==> src/ssm_pkg.sv <==
// constants, register map and types for the safety monitor block
package ssm_pkg;
   localparam int CLK_PERIOD_NS = 40;
   localparam int WD_TICK_NS = 20480;
   localparam int WD_TICK_CYCLES = (WD_TICK_NS + CLK_PERIOD_NS - 1) /
      CLK_PERIOD_NS;
   localparam logic [9:0] TICK_LAST = 10'(WD_TICK_CYCLES - 1);

   localparam logic [7:0] ADDR_WDCTRL = 8'h00;
   localparam logic [7:0] ADDR_WDPERIOD = 8'h04;
   localparam logic [7:0] ADDR_WDWINLOW = 8'h08;
   localparam logic [7:0] ADDR_SERVICE = 8'h0c;
   localparam logic [7:0] ADDR_WDCOUNT = 8'h10;
   localparam logic [7:0] ADDR_NMIPERIOD = 8'h14;
   localparam logic [7:0] ADDR_NMIFLAGS = 8'h18;
   localparam logic [7:0] ADDR_NMISHADOW = 8'h1c;
   localparam logic [7:0] ADDR_MCDCTRL = 8'h20;
   localparam logic [7:0] ADDR_CLKOUTCTRL = 8'h24;
   localparam logic [7:0] ADDR_LOCK = 8'h28;
   localparam logic [7:0] ADDR_PROTECT = 8'h2c;
   localparam logic [7:0] ADDR_INTSTAT = 8'h30;
   localparam logic [7:0] ADDR_INTMASK = 8'h34;

   localparam logic [7:0] SERVICE_KEY = 8'ha5;
   localparam logic [7:0] CTRL_KEY = 8'h5a;
   localparam int KEY_LSB = 24;

   localparam int WDC_MODE = 0;
   localparam int WDC_RESP = 1;
   localparam int WDC_EN = 2;
   localparam logic [2:0] WDCTRL_RST = 3'h4;
   localparam logic [15:0] WDPERIOD_RST = 16'h00ff;
   localparam logic [15:0] WDWINLOW_RST = 16'h0000;
   localparam logic [15:0] NMIPERIOD_RST = 16'h0100;
   localparam logic [7:0] MCD_LIMIT = 8'h10;

   localparam int LOCK_WD = 0;
   localparam int LOCK_MCD = 1;
   localparam int LOCK_CLKOUT = 2;
   localparam int NMI_CLKMISS = 0;

   localparam int IRQ_WDFAIL = 0;
   localparam int IRQ_NMI = 1;
   localparam int IRQ_CLKMISS = 2;
   localparam int IRQ_NMITIMEOUT = 3;

   typedef enum logic {SSM_MODE_NORMAL, SSM_MODE_WINDOW} ssm_mode_t;
endpackage : ssm_pkg

==> src/ssm_wdog_if.sv <==
// signals between the register file and the watchdog core
`timescale 1ns/100ps
interface ssm_wdog_if;
   import ssm_pkg::*;
   logic tick;
   logic enable;
   ssm_mode_t mode;
   logic [15:0] period;
   logic [15:0] winLow;
   logic service;
   logic keyOk;
   logic [15:0] count;
   logic fail;
   modport ctrl (output tick, enable, mode, period, winLow, service, keyOk,
      input count, fail);
   modport core (input tick, enable, mode, period, winLow, service, keyOk,
      output count, fail);
endinterface : ssm_wdog_if

==> src/ssm_wdog_core.sv <==
// watchdog counter with normal and windowed service checking
`timescale 1ns/100ps
module ssm_wdog_core
   import ssm_pkg::*;
(
   input wire logic clk,
   input wire logic rst_n,
   ssm_wdog_if.core w
);
   always_ff @(posedge clk or negedge rst_n) begin
      if (!rst_n) begin
         w.count <= 16'h0000;
         w.fail <= 1'b0;
      end else begin
         w.fail <= 1'b0;
         if (!w.enable) begin
            w.count <= 16'h0000;
         end else if (w.service) begin
            // any service restarts the count, good or bad
            w.count <= 16'h0000;
            if (!w.keyOk) begin
               w.fail <= 1'b1;
            end else if (w.mode == SSM_MODE_WINDOW && w.count < w.winLow)
            begin
               w.fail <= 1'b1;
            end
         end else if (w.tick) begin
            if (w.count >= w.period) begin
               w.count <= 16'h0000;
               w.fail <= 1'b1;
            end else begin
               w.count <= 16'(w.count + 16'h0001);
            end
         end
      end
   end
endmodule : ssm_wdog_core

==> src/ssm_clk_detect.sv <==
// loss-of-reference detector timed by the internal oscillator ticks
`timescale 1ns/100ps
module ssm_clk_detect
   import ssm_pkg::*;
(
   input wire logic clk,
   input wire logic rst_n,
   input wire logic oscTick,
   input wire logic refClkIn,
   input wire logic enable,
   output logic missPulse,
   output logic missing
);
   logic refPrev_reg;
   logic [7:0] gap_reg;

   always_ff @(posedge clk or negedge rst_n) begin
      if (!rst_n) begin
         refPrev_reg <= 1'b0;
      end else begin
         refPrev_reg <= refClkIn;
      end
   end

   // only total silence is caught: any edge inside the limit restarts it
   always_ff @(posedge clk or negedge rst_n) begin
      if (!rst_n) begin
         gap_reg <= 8'h00;
         missing <= 1'b0;
         missPulse <= 1'b0;
      end else begin
         missPulse <= 1'b0;
         if (!enable) begin
            gap_reg <= 8'h00;
            missing <= 1'b0;
         end else if (refClkIn != refPrev_reg) begin
            gap_reg <= 8'h00;
         end else if (oscTick && !missing) begin
            if (gap_reg >= 8'(MCD_LIMIT - 8'h01)) begin
               missing <= 1'b1;
               missPulse <= 1'b1;
            end else begin
               gap_reg <= 8'(gap_reg + 8'h01);
            end
         end
      end
   end
endmodule : ssm_clk_detect

==> src/ssm_top.sv <==
// system safety monitors: watchdog, nmi recovery, clock checks, locks
//
// Summary of operation
// - watchdog runs either normal timeout or windowed mode, selected by config.
// - normal mode: correct key before timeout; expiry or wrong key fails.
// - windowed mode: key only between lower and upper bound, else failure.
// - a failure gives warm reset or masked interrupt per response select.
// - after any reset the watchdog is enabled in normal mode.
// - a set lock bit blocks writes to its register until reset.
// - oscillator ticks detect total loss of the reference clock.
// - missing clock detector on from power-on, software may turn it off.
// - raised nmi starts recovery counter; reset if not recovered in period.
// - shadow copies of nmi flags survive warm reset, cleared by power-on.
// - watchdog control, period and window writes need the multi-bit key, always checked.
// - clock export output stays off after reset until software enables it.
// - write protection opened and closed by software; reads always allowed.
`timescale 1ns/100ps
module ssm_top
   import ssm_pkg::*;
(
   input wire logic clk,
   input wire logic rst_n,
   input wire logic porRst_n,
   input wire logic [7:0] addr,
   input wire logic [31:0] wrData,
   input wire logic wrEn,
   input wire logic rdEn,
   output logic [31:0] rdData,
   input wire logic oscTick,
   input wire logic refClkIn,
   input wire logic [2:0] nmiIn,
   output logic irq,
   output logic nmiOut,
   output logic warmRstReq,
   output logic clockExportOut
);
   logic [9:0] div_reg;
   logic tick;
   logic [2:0] wdCtrl_reg;
   logic [15:0] wdPeriod_reg;
   logic [15:0] wdWinLow_reg;
   logic [15:0] nmiPeriod_reg;
   logic [15:0] nmiCount_reg;
   logic [3:0] nmiFlags_reg;
   logic [3:0] nmiFlags_next;
   logic [3:0] nmiSet;
   logic [3:0] nmiClr;
   logic [3:0] nmiShadow_reg;
   logic nmiTimeout_reg;
   logic mcdOff_reg;
   logic clkOutEn_reg;
   logic [2:0] lock_reg;
   logic protectOpen_reg;
   logic [3:0] intStat_reg;
   logic [3:0] intMask_reg;
   logic [3:0] intEvent;
   logic mcdMissPulse;
   logic mcdMissing;
   logic wdCtrlWr;
   logic warmReq_next;

   ssm_wdog_if wdBus ();

   function automatic logic keyedWrite(input logic [7:0] a,
      input logic [31:0] d, input logic [7:0] target);
      keyedWrite = wrEn && a == target &&
         d[KEY_LSB +: 8] == CTRL_KEY;
   endfunction : keyedWrite

   function automatic logic protWrite(input logic [7:0] a,
      input logic [7:0] target);
      protWrite = wrEn && protectOpen_reg && a == target;
   endfunction : protWrite

   // watchdog timebase
   always_ff @(posedge clk or negedge rst_n) begin
      if (!rst_n) begin
         div_reg <= 10'h000;
         tick <= 1'b0;
      end else begin
         tick <= (div_reg == TICK_LAST);
         if (div_reg == TICK_LAST) begin
            div_reg <= 10'h000;
         end else begin
            div_reg <= 10'(div_reg + 10'h001);
         end
      end
   end

   // write protection window
   always_ff @(posedge clk or negedge rst_n) begin
      if (!rst_n) begin
         protectOpen_reg <= 1'b0;
      end else if (wrEn && addr == ADDR_PROTECT) begin
         protectOpen_reg <= wrData[0];
      end
   end

   // lock bits only set by software, cleared by reset alone
   always_ff @(posedge clk or negedge rst_n) begin
      if (!rst_n) begin
         lock_reg <= 3'h0;
      end else if (protWrite(addr, ADDR_LOCK)) begin
         lock_reg <= lock_reg | wrData[2:0];
      end
   end

   assign wdCtrlWr = keyedWrite(addr, wrData, ADDR_WDCTRL) &&
      !lock_reg[LOCK_WD];

   always_ff @(posedge clk or negedge rst_n) begin
      if (!rst_n) begin
         wdCtrl_reg <= WDCTRL_RST;
         wdPeriod_reg <= WDPERIOD_RST;
         wdWinLow_reg <= WDWINLOW_RST;
      end else if (!lock_reg[LOCK_WD]) begin
         if (wdCtrlWr) begin
            wdCtrl_reg <= wrData[2:0];
         end
         if (keyedWrite(addr, wrData, ADDR_WDPERIOD)) begin
            wdPeriod_reg <= wrData[15:0];
         end
         if (keyedWrite(addr, wrData, ADDR_WDWINLOW)) begin
            wdWinLow_reg <= wrData[15:0];
         end
      end
   end

   always_ff @(posedge clk or negedge rst_n) begin
      if (!rst_n) begin
         mcdOff_reg <= 1'b0;
         clkOutEn_reg <= 1'b0;
         nmiPeriod_reg <= NMIPERIOD_RST;
      end else begin
         if (protWrite(addr, ADDR_MCDCTRL) && !lock_reg[LOCK_MCD]) begin
            mcdOff_reg <= wrData[0];
         end
         if (protWrite(addr, ADDR_CLKOUTCTRL) && !lock_reg[LOCK_CLKOUT])
         begin
            clkOutEn_reg <= wrData[0];
         end
         if (protWrite(addr, ADDR_NMIPERIOD)) begin
            nmiPeriod_reg <= wrData[15:0];
         end
      end
   end

   assign wdBus.tick = tick;
   assign wdBus.enable = wdCtrl_reg[WDC_EN];
   assign wdBus.mode = wdCtrl_reg[WDC_MODE] ? SSM_MODE_WINDOW :
      SSM_MODE_NORMAL;
   assign wdBus.period = wdPeriod_reg;
   assign wdBus.winLow = wdWinLow_reg;
   assign wdBus.service = wrEn && addr == ADDR_SERVICE;
   assign wdBus.keyOk = wrData[7:0] == SERVICE_KEY;

   ssm_wdog_core wdCore (
      .clk(clk),
      .rst_n(rst_n),
      .w(wdBus.core)
   );

   ssm_clk_detect clkDetect (
      .clk(clk),
      .rst_n(rst_n),
      .oscTick(oscTick),
      .refClkIn(refClkIn),
      .enable(!mcdOff_reg),
      .missPulse(mcdMissPulse),
      .missing(mcdMissing)
   );

   // nmi flags: a new event wins over a clear in the same cycle
   assign nmiSet = {nmiIn, mcdMissPulse};
   assign nmiClr = (wrEn && addr == ADDR_NMIFLAGS) ? wrData[3:0] : 4'h0;
   assign nmiFlags_next = (nmiFlags_reg & ~nmiClr) | nmiSet;

   always_ff @(posedge clk or negedge rst_n) begin
      if (!rst_n) begin
         nmiFlags_reg <= 4'h0;
         nmiOut <= 1'b0;
      end else begin
         nmiFlags_reg <= nmiFlags_next;
         nmiOut <= |nmiFlags_next;
      end
   end

   // recovery counter restarts on any clear so a partial fix buys time
   always_ff @(posedge clk or negedge rst_n) begin
      if (!rst_n) begin
         nmiCount_reg <= 16'h0000;
         nmiTimeout_reg <= 1'b0;
      end else begin
         nmiTimeout_reg <= 1'b0;
         if (nmiFlags_reg == 4'h0 || nmiClr != 4'h0) begin
            nmiCount_reg <= 16'h0000;
         end else if (tick) begin
            if (nmiCount_reg >= nmiPeriod_reg) begin
               nmiCount_reg <= 16'h0000;
               nmiTimeout_reg <= 1'b1;
            end else begin
               nmiCount_reg <= 16'(nmiCount_reg + 16'h0001);
            end
         end
      end
   end

   assign warmReq_next = nmiTimeout_reg ||
      (wdBus.fail && !wdCtrl_reg[WDC_RESP]);

   always_ff @(posedge clk or negedge rst_n) begin
      if (!rst_n) begin
         warmRstReq <= 1'b0;
      end else begin
         warmRstReq <= warmReq_next;
      end
   end

   // shadow lives on the power-on reset only, so it outlasts a warm reset
   always_ff @(posedge clk or negedge porRst_n) begin
      if (!porRst_n) begin
         nmiShadow_reg <= 4'h0;
      end else if (rst_n && warmReq_next) begin
         nmiShadow_reg <= nmiFlags_next;
      end
   end

   // exports clk/2 so the pad never sees a full-rate clock
   always_ff @(posedge clk or negedge rst_n) begin
      if (!rst_n) begin
         clockExportOut <= 1'b0;
      end else if (!clkOutEn_reg) begin
         clockExportOut <= 1'b0;
      end else begin
         clockExportOut <= !clockExportOut;
      end
   end

   assign intEvent[IRQ_WDFAIL] = wdBus.fail && wdCtrl_reg[WDC_RESP];
   assign intEvent[IRQ_NMI] = |nmiSet;
   assign intEvent[IRQ_CLKMISS] = mcdMissPulse;
   assign intEvent[IRQ_NMITIMEOUT] = nmiTimeout_reg;

   always_ff @(posedge clk or negedge rst_n) begin
      if (!rst_n) begin
         intStat_reg <= 4'h0;
         intMask_reg <= 4'h0;
      end else begin
         if (wrEn && addr == ADDR_INTSTAT) begin
            intStat_reg <= (intStat_reg & ~wrData[3:0]) | intEvent;
         end else begin
            intStat_reg <= intStat_reg | intEvent;
         end
         if (wrEn && addr == ADDR_INTMASK) begin
            intMask_reg <= wrData[3:0];
         end
      end
   end

   always_ff @(posedge clk or negedge rst_n) begin
      if (!rst_n) begin
         irq <= 1'b0;
      end else begin
         irq <= |(intStat_reg & intMask_reg);
      end
   end

   // read data stands for exactly the cycle after the strobe
   always_ff @(posedge clk or negedge rst_n) begin
      if (!rst_n) begin
         rdData <= 32'h0000_0000;
      end else begin
         rdData <= 32'h0000_0000;
         if (rdEn) begin
            case (addr)
               ADDR_WDCTRL: rdData <= {29'h0, wdCtrl_reg};
               ADDR_WDPERIOD: rdData <= {16'h0, wdPeriod_reg};
               ADDR_WDWINLOW: rdData <= {16'h0, wdWinLow_reg};
               ADDR_WDCOUNT: rdData <= {16'h0, wdBus.count};
               ADDR_NMIPERIOD: rdData <= {16'h0, nmiPeriod_reg};
               ADDR_NMIFLAGS: rdData <= {28'h0, nmiFlags_reg};
               ADDR_NMISHADOW: rdData <= {28'h0, nmiShadow_reg};
               ADDR_MCDCTRL: rdData <= {30'h0, mcdMissing, mcdOff_reg};
               ADDR_CLKOUTCTRL: rdData <= {31'h0, clkOutEn_reg};
               ADDR_LOCK: rdData <= {29'h0, lock_reg};
               ADDR_PROTECT: rdData <= {31'h0, protectOpen_reg};
               ADDR_INTSTAT: rdData <= {28'h0, intStat_reg};
               ADDR_INTMASK: rdData <= {28'h0, intMask_reg};
               default: rdData <= 32'h0000_0000;
            endcase
         end
      end
   end
endmodule : ssm_top

==> config.mk <==
export PLATFORM = sky130hd
export DESIGN_NAME = ssm_top
export DESIGN_NICKNAME = d
export VERILOG_FILES = /design/src/ssm_pkg.sv /design/src/ssm_wdog_if.sv /design/src/ssm_wdog_core.sv /design/src/ssm_clk_detect.sv /design/src/ssm_top.sv
export SDC_FILE = /design/constraint.sdc
export NUM_CORES = 1
export LEC_CHECK = 0
export BUFFER_PORTS_ARGS = -buffer_cell sky130_fd_sc_hd__buf_4
export CAP_MARGIN = 30
export CELL_PAD_IN_SITES_DETAIL_PLACEMENT = 2
export CELL_PAD_IN_SITES_GLOBAL_PLACEMENT = 2
export CORE_ASPECT_RATIO = 2
export CORE_UTILIZATION = 34
export CTS_CLUSTER_SIZE = 40
export DETAILED_ROUTE_END_ITERATION = 7
export PLACE_DENSITY = 0.83
export SYNTH_ARGS = -nofsm -noshare
export SYNTH_HDL_FRONTEND = slang
export SYNTH_SLANG_ARGS = --single-unit
==> constraint.sdc <==
create_clock -name clk -period 2.1 [get_ports clk]
set_input_delay 0.105 -clock clk [delete_from_list [all_inputs] [get_ports clk]]
set_output_delay 0.105 -clock clk [all_outputs]
set_load 0.05 [all_outputs]
[Word-level counts from Yosys, hierarchy flattened]
Index checks and enable logic that the tools add are counted.
W data, S select, Z words.
Word-level totals
  register bits after elaboration: 165
  input bits: 50
  output and inout port bits: 36
  word-level logic and storage cells: 147
Operators by class
  $add $sub $neg: 4
  magnitude comparators: 4
  equal/unequal tests: 20
  mux-type cells: 35
  bitwise operators: 10
  reductions and logical operators: 47
Operator list (number)
  $pmux W16 S13: 1
  $mux W16: 8
  $eq A8 B6 Y1 const B: 6
  $add A16 B1 Y16 const B: 2
  $eq A8 B5 Y1 const B: 4
  $ge A16 B16 Y1: 2
  $mux W8: 4
  $logic_and A1 B1 Y1: 24
  $mux W1: 19
  $eq A8 B4 Y1 const B: 2
  $lt A16 B16 Y1: 1
  $and A4 B4 Y4: 3
  $or A4 B4 Y4: 3
  $reduce_or A4 Y1: 3
  $add A10 B1 Y10 const B: 1
  $eq A10 B9 Y1 const B: 1
  $mux W10: 1
  $add A8 B1 Y8 const B: 1
  $eq A8 B3 Y1 const B: 1
  $eq A8 B7 Y1 const B: 1
  $eq A8 B8 Y1 const B: 1
  $ge A8 B4 Y1 const B: 1
  $logic_not A8 Y1: 1
  $mux W4: 2
  14 further kinds: 27

[Longest topological paths before layout]
  depth after elaboration: 7
  mapped depth: 9
  depth with buffers taken out: 8

[Cells and area by module]
From an unflattened synthesis, not the netlist that was laid out.
Unflattened totals
  cell total of the unflattened synthesis: 814
  area total of the unflattened synthesis: 8391.8 um^2
By module, submodules not included
  ssm_top: instances 1, cells an instance 541, area each 6074.6 um^2, sequential area each 3040.4 um^2
  ssm_wdog_core: instances 1, cells an instance 230, area each 1834.3 um^2, sequential area each 425.4 um^2
  ssm_clk_detect: instances 1, cells an instance 43, area each 483.0 um^2, sequential area each 275.3 um^2

[Worst setup path before layout]
OpenSTA, ideal clock, no wires.
  kind: register to register
  start point: register wdPeriod_reg[7] (netlist: wdBus.period[7])
  end point: register wdCore.w.count[12]
  library setup time: 0.126 ns
  arrival time: 2.035 ns
  data required time: 1.974 ns
  slack: -0.061 ns
  stages on the path, launching flop included: 9
  buffers on the path: 0
  cells stage by stage: dfstp_2 > inv_1 > ha_1 > and3_1 > o31ai_1 > or4_1 > nand3_2 > nor3_1 > a221o_1
Between the ends
  longest elaborated chain between the ends: 5
RTL lines
  start: declaration: RTL line ssm_top.sv:40  | logic [15:0] wdPeriod_reg;
  start signal: assignment: RTL line ssm_top.sv:121  | wdPeriod_reg <= wrData[15:0];
  $ge A16 B16 Y1: RTL line ssm_wdog_core.sv:28  | if (w.count >= w.period) begin
  $mux W16: RTL line ssm_wdog_core.sv:28
  $mux W16: RTL line ssm_wdog_core.sv:27  | end else if (w.tick) begin
  $mux W16: RTL line ssm_wdog_core.sv:18  | end else if (w.service) begin
  $mux W16: RTL line ssm_wdog_core.sv:16  | if (!w.enable) begin
  end signal: assignment: RTL line ssm_wdog_core.sv:32  | w.count <= 16'(w.count + 16'h0001);
  end: declaration: RTL line ssm_wdog_if.sv:17  | output count, fail);
No other way between the ends. The select of a mux whose other input is x is not followed.
A chain may end at the register's enable or synchronous reset.

[Worst setup path after layout]
  start point: register nmiPeriod_reg[7]
  end point: register nmiCount_reg[15]
Between the ends
  longest elaborated chain between the ends: 4
RTL lines
  start: declaration: RTL line ssm_top.sv:42  | logic [15:0] nmiPeriod_reg;
  start signal: assignment: RTL line ssm_top.sv:143  | nmiPeriod_reg <= wrData[15:0];
  $ge A16 B16 Y1: RTL line ssm_top.sv:198  | if (nmiCount_reg >= nmiPeriod_reg) begin
  $mux W16: RTL line ssm_top.sv:198
  $mux W16: RTL line ssm_top.sv:197  | end else if (tick) begin
  $mux W16: RTL line ssm_top.sv:195  | if (nmiFlags_reg == 4'h0 || nmiClr != 4'h0) begin
  end signal: assignment: RTL line ssm_top.sv:202  | nmiCount_reg <= 16'(nmiCount_reg + 16'h0001);
  end: declaration: RTL line ssm_top.sv:43  | logic [15:0] nmiCount_reg;
No other way between the ends. The select of a mux whose other input is x is not followed.

==> results.md <==
* Status: finished, violations left
* Failing checks: setup timing
* Hpwl dp at 22620 um
* F_max at 420.9 MHz
* R2R depth at 10
* Met2 WL post-DR at 19190 um
* Worst Skew at 0.007203 ns
* Clock transition at the registers of the reported paths at 0.07 ns
* Layout cells sized above 1 at 0.2894
* Die width at 110.5 um
* Area delta synth->final at 35.55%
* IO buf count at 61
* Die ar. at 24190 um^2
* Final Max Tran Viols at 0
* Non-filler cells, final at 1299
* DRT met1 WL at 11070 um
* Maximum vdd drop at 0.5387 mV
* Synth top area share at 0.4346
* 1st-iter DRT viols at 320
* Ant diodes at 0
* Leading cell types in the layout, fill and taps excluded: buf_4, dfrtp_1, nand2_1, o21ai_0, inv_1
* Hold path endpoint: lock_reg[0]
* Sequential fraction of the synthesis area at 0.4675
* Post-route cell area at 10850 um^2
* Crit start category: flop
* Routed met3 length at 1086 um
* Total grt overflow at 0
* Floorplan core area at 23230 um^2
* CTS H-tree depth at 4
* Clock Latency Late Sink at 0.46 ns
* Fin util at 0.4670
* IO Pins at 86
* Final critical-path required period at 2.376 ns
* Reg-to-reg startpoint: nmiPeriod_reg[7]
* ANT nets after route at 0
* TritonCTS clock tree: yes
* Slew Limit Headroom at 0.4647
* Sum Neg Setup Slack at -5.878 ns
* Nets at 1104
* RD Place Congestion at 0.9109
* Count of cell types in the netlist at 67
* Die span in y at 219.0 um
* RR Endpoint: nmiCount_reg[15]
* Average wire per standard cell at 26.55 um
* Period utilization at 1.131
* Drt total wl at 34480 um
* Worst R2R Setup Slack at -0.28 ns
* Min-delay src: wrData[0]
* WP data required at 2.44 ns
* Cells along the critical path: inv_1, ha_1, a21oi_1, o21a_1, o41ai_2, a211oi_2, buf_6, buf_6, nand4_1, o311ai_2
* CP Max Fanout at 7
* Syn_area_per_cell at 9.665 um^2
* Min-Delay Path Depth at 2
* Uppermost layer routed: met4
* Max-cap violation count at 0
* Post-placement setup slack at -0.3543 ns
* Cell Rows at 79
* Largest net degree at the start of global routing at 64
* Lkg Pwr at 0.005086 uW
* Hold Path Class: in2reg
* Via density at 5.834
* Initial core utilization at 0.3445
* Worst setup EP type: flop
* Number of flops mapped to enable cells by yosys at 0
* Cts bufs inserted at 17
* Placed Area at 9361 um^2
* Synthesized area at 8003 um^2
* Pwr Density at 653.9 nW/um^2
* Crit path kind: reg2reg
* Via count at 7579
* Clock Tree Buf Depth at 2
* TritonRoute pass-1 iters at 5
* Placed instance count at 1227
* Setup slack after layout at -0.2758 ns
* First-pass GRT wire length at 51060 um
* Least-Margin Pin Slew at 0.8030 ns
* Commonest non-fill, non-tap cell in the layout: buf_4
* Synth area leaders: dfrtp_1, ha_1, nand2_1, o21ai_0, dfstp_2
* Root Buffer: clkbuf_16
* # DRC at 0
* Post-synth top flop: dfrtp_1
* Crit-path most repeated cell: buf_6
* Cells after Synth at 828
* Vias in the first global route at 8811
* Initial antenna violation count at 0
* #FFs+latches synth at 149
* TritonCTS Sinks at 149
* CP peak stage delay at 0.38 ns
* Slowest-stage cell, CP: dfrtp_1
* RSZ-0062 raised after global routing: yes
* Overall routing resource usage at 0.2847
* Fraction of registers with async set/reset at 1.000
* CP arrival at 2.71 ns
* Synth area leader: dfrtp_1
* Final setup fails at 34
* Synth warnings at 0
* Final hold vios at 0
-- timing repair --
item,CTS,global route
hold buffers,23,0
gates resized for setup,43,39
gates cloned,0,1
endpoints found under the hold margin,191,0
buffers inserted,11,5
pin swaps,14,26
endpoints found under the setup margin,34,34
-- stage by stage --
step	power [uW]	hold WS [ns]
after floorplan	3150	-0.1906
after global placement	3355	-0.09208
after detailed placement	3368	-0.09194
after CTS	7114	0.01788
after global routing	7248	0.03077
final	7093	0.03678
-- layout make-up --
cell class                 instances  area, um^2
clock buffer                      24       511.7
clock inverter                     8       190.2
fill                            2391       12380
inverter                          57       214.0
multi-input combinational        594        4278
sequential                       149        3742
tap                              283       354.1
timing repair buffer             184        1558
-- per-layer routing --
layer  vias to the layer above  track usage
li1                       3252            -
met1                      3870       0.2521
met2                       281       0.5573
met3                       176      0.03756
met4                         0       0.2404
met5                         -            0
-- cell usage after synthesis, drive strengths merged (4+ instances only) --
| master | instances |
|---|---|
| o311ai | 4 |
| mux2 | 12 |
| o21ai | 66 |
| a21oi | 41 |
| clkbuf | 14 |
| xor2 | 11 |
| nand2 | 105 |
| mux2i | 4 |
| a22o | 4 |
| nand3b | 4 |
| and4 | 6 |
| nand2b | 6 |
| dfstp | 10 |
| nor2b | 8 |
| xnor2 | 18 |
| nand3 | 20 |
| a22oi | 34 |
| a2111oi | 4 |
| o22ai | 4 |
| nand4 | 25 |
| nor4bb | 4 |
| dfrtp | 139 |
| nor2 | 60 |
| and3 | 14 |
| a21o | 15 |
| buf | 29 |
| nor3 | 19 |
| inv | 57 |
| a31oi | 4 |
| ha | 51 |
-- how the worst max path moves through the flow --
| stage | start | endpoint |
|---|---|---|
| floorplan | wdCore.w.count[14] | wdCore.w.count[12] |
| global placement | nmiPeriod_reg[0] | nmiCount_reg[15] |
| detailed placement | nmiCount_reg[0] | nmiCount_reg[14] |
| CTS | wdBus.period[7] | wdCore.w.count[13] |
| global route | nmiPeriod_reg[7] | nmiCount_reg[15] |
| finish | nmiPeriod_reg[7] | nmiCount_reg[15] |
-- cells by family after synthesis --
| family | after synthesis | synth area share |
|---|---|---|
| xor+xnor | 29 | 0.03174 |
| compound gates | 195 | 0.1590 |
| simple gates | 287 | 0.1818 |
| flops | 149 | 0.4675 |
| buf+inv | 100 | 0.05785 |
| other cells | 1 | 0.0004686 |
| fa+ha+maj | 51 | 0.07974 |
| mux | 16 | 0.02189 |
-- where the power goes --
part	leakage (uW)	switching (uW)	total (uW)	internal, uW
clock network	0.000346	1280	3700	2410
registers	0.00177	23.6	2920	2900
logic	0.00297	300	475	175
total	0.00509	1610	7090	5480
-- worst max-delay path, delay by kind of cell, from the launching register on --
kind                       cells  cell delay [ns]
and+or+nand+nor                1             0.17
AOI/OAI and AO/OA              5             1.03
buffers and inverters          3             0.38
DFF                            1             0.38
adders and majority gates      1             0.31
No activity file was read; power rests on OpenSTA's default activity.
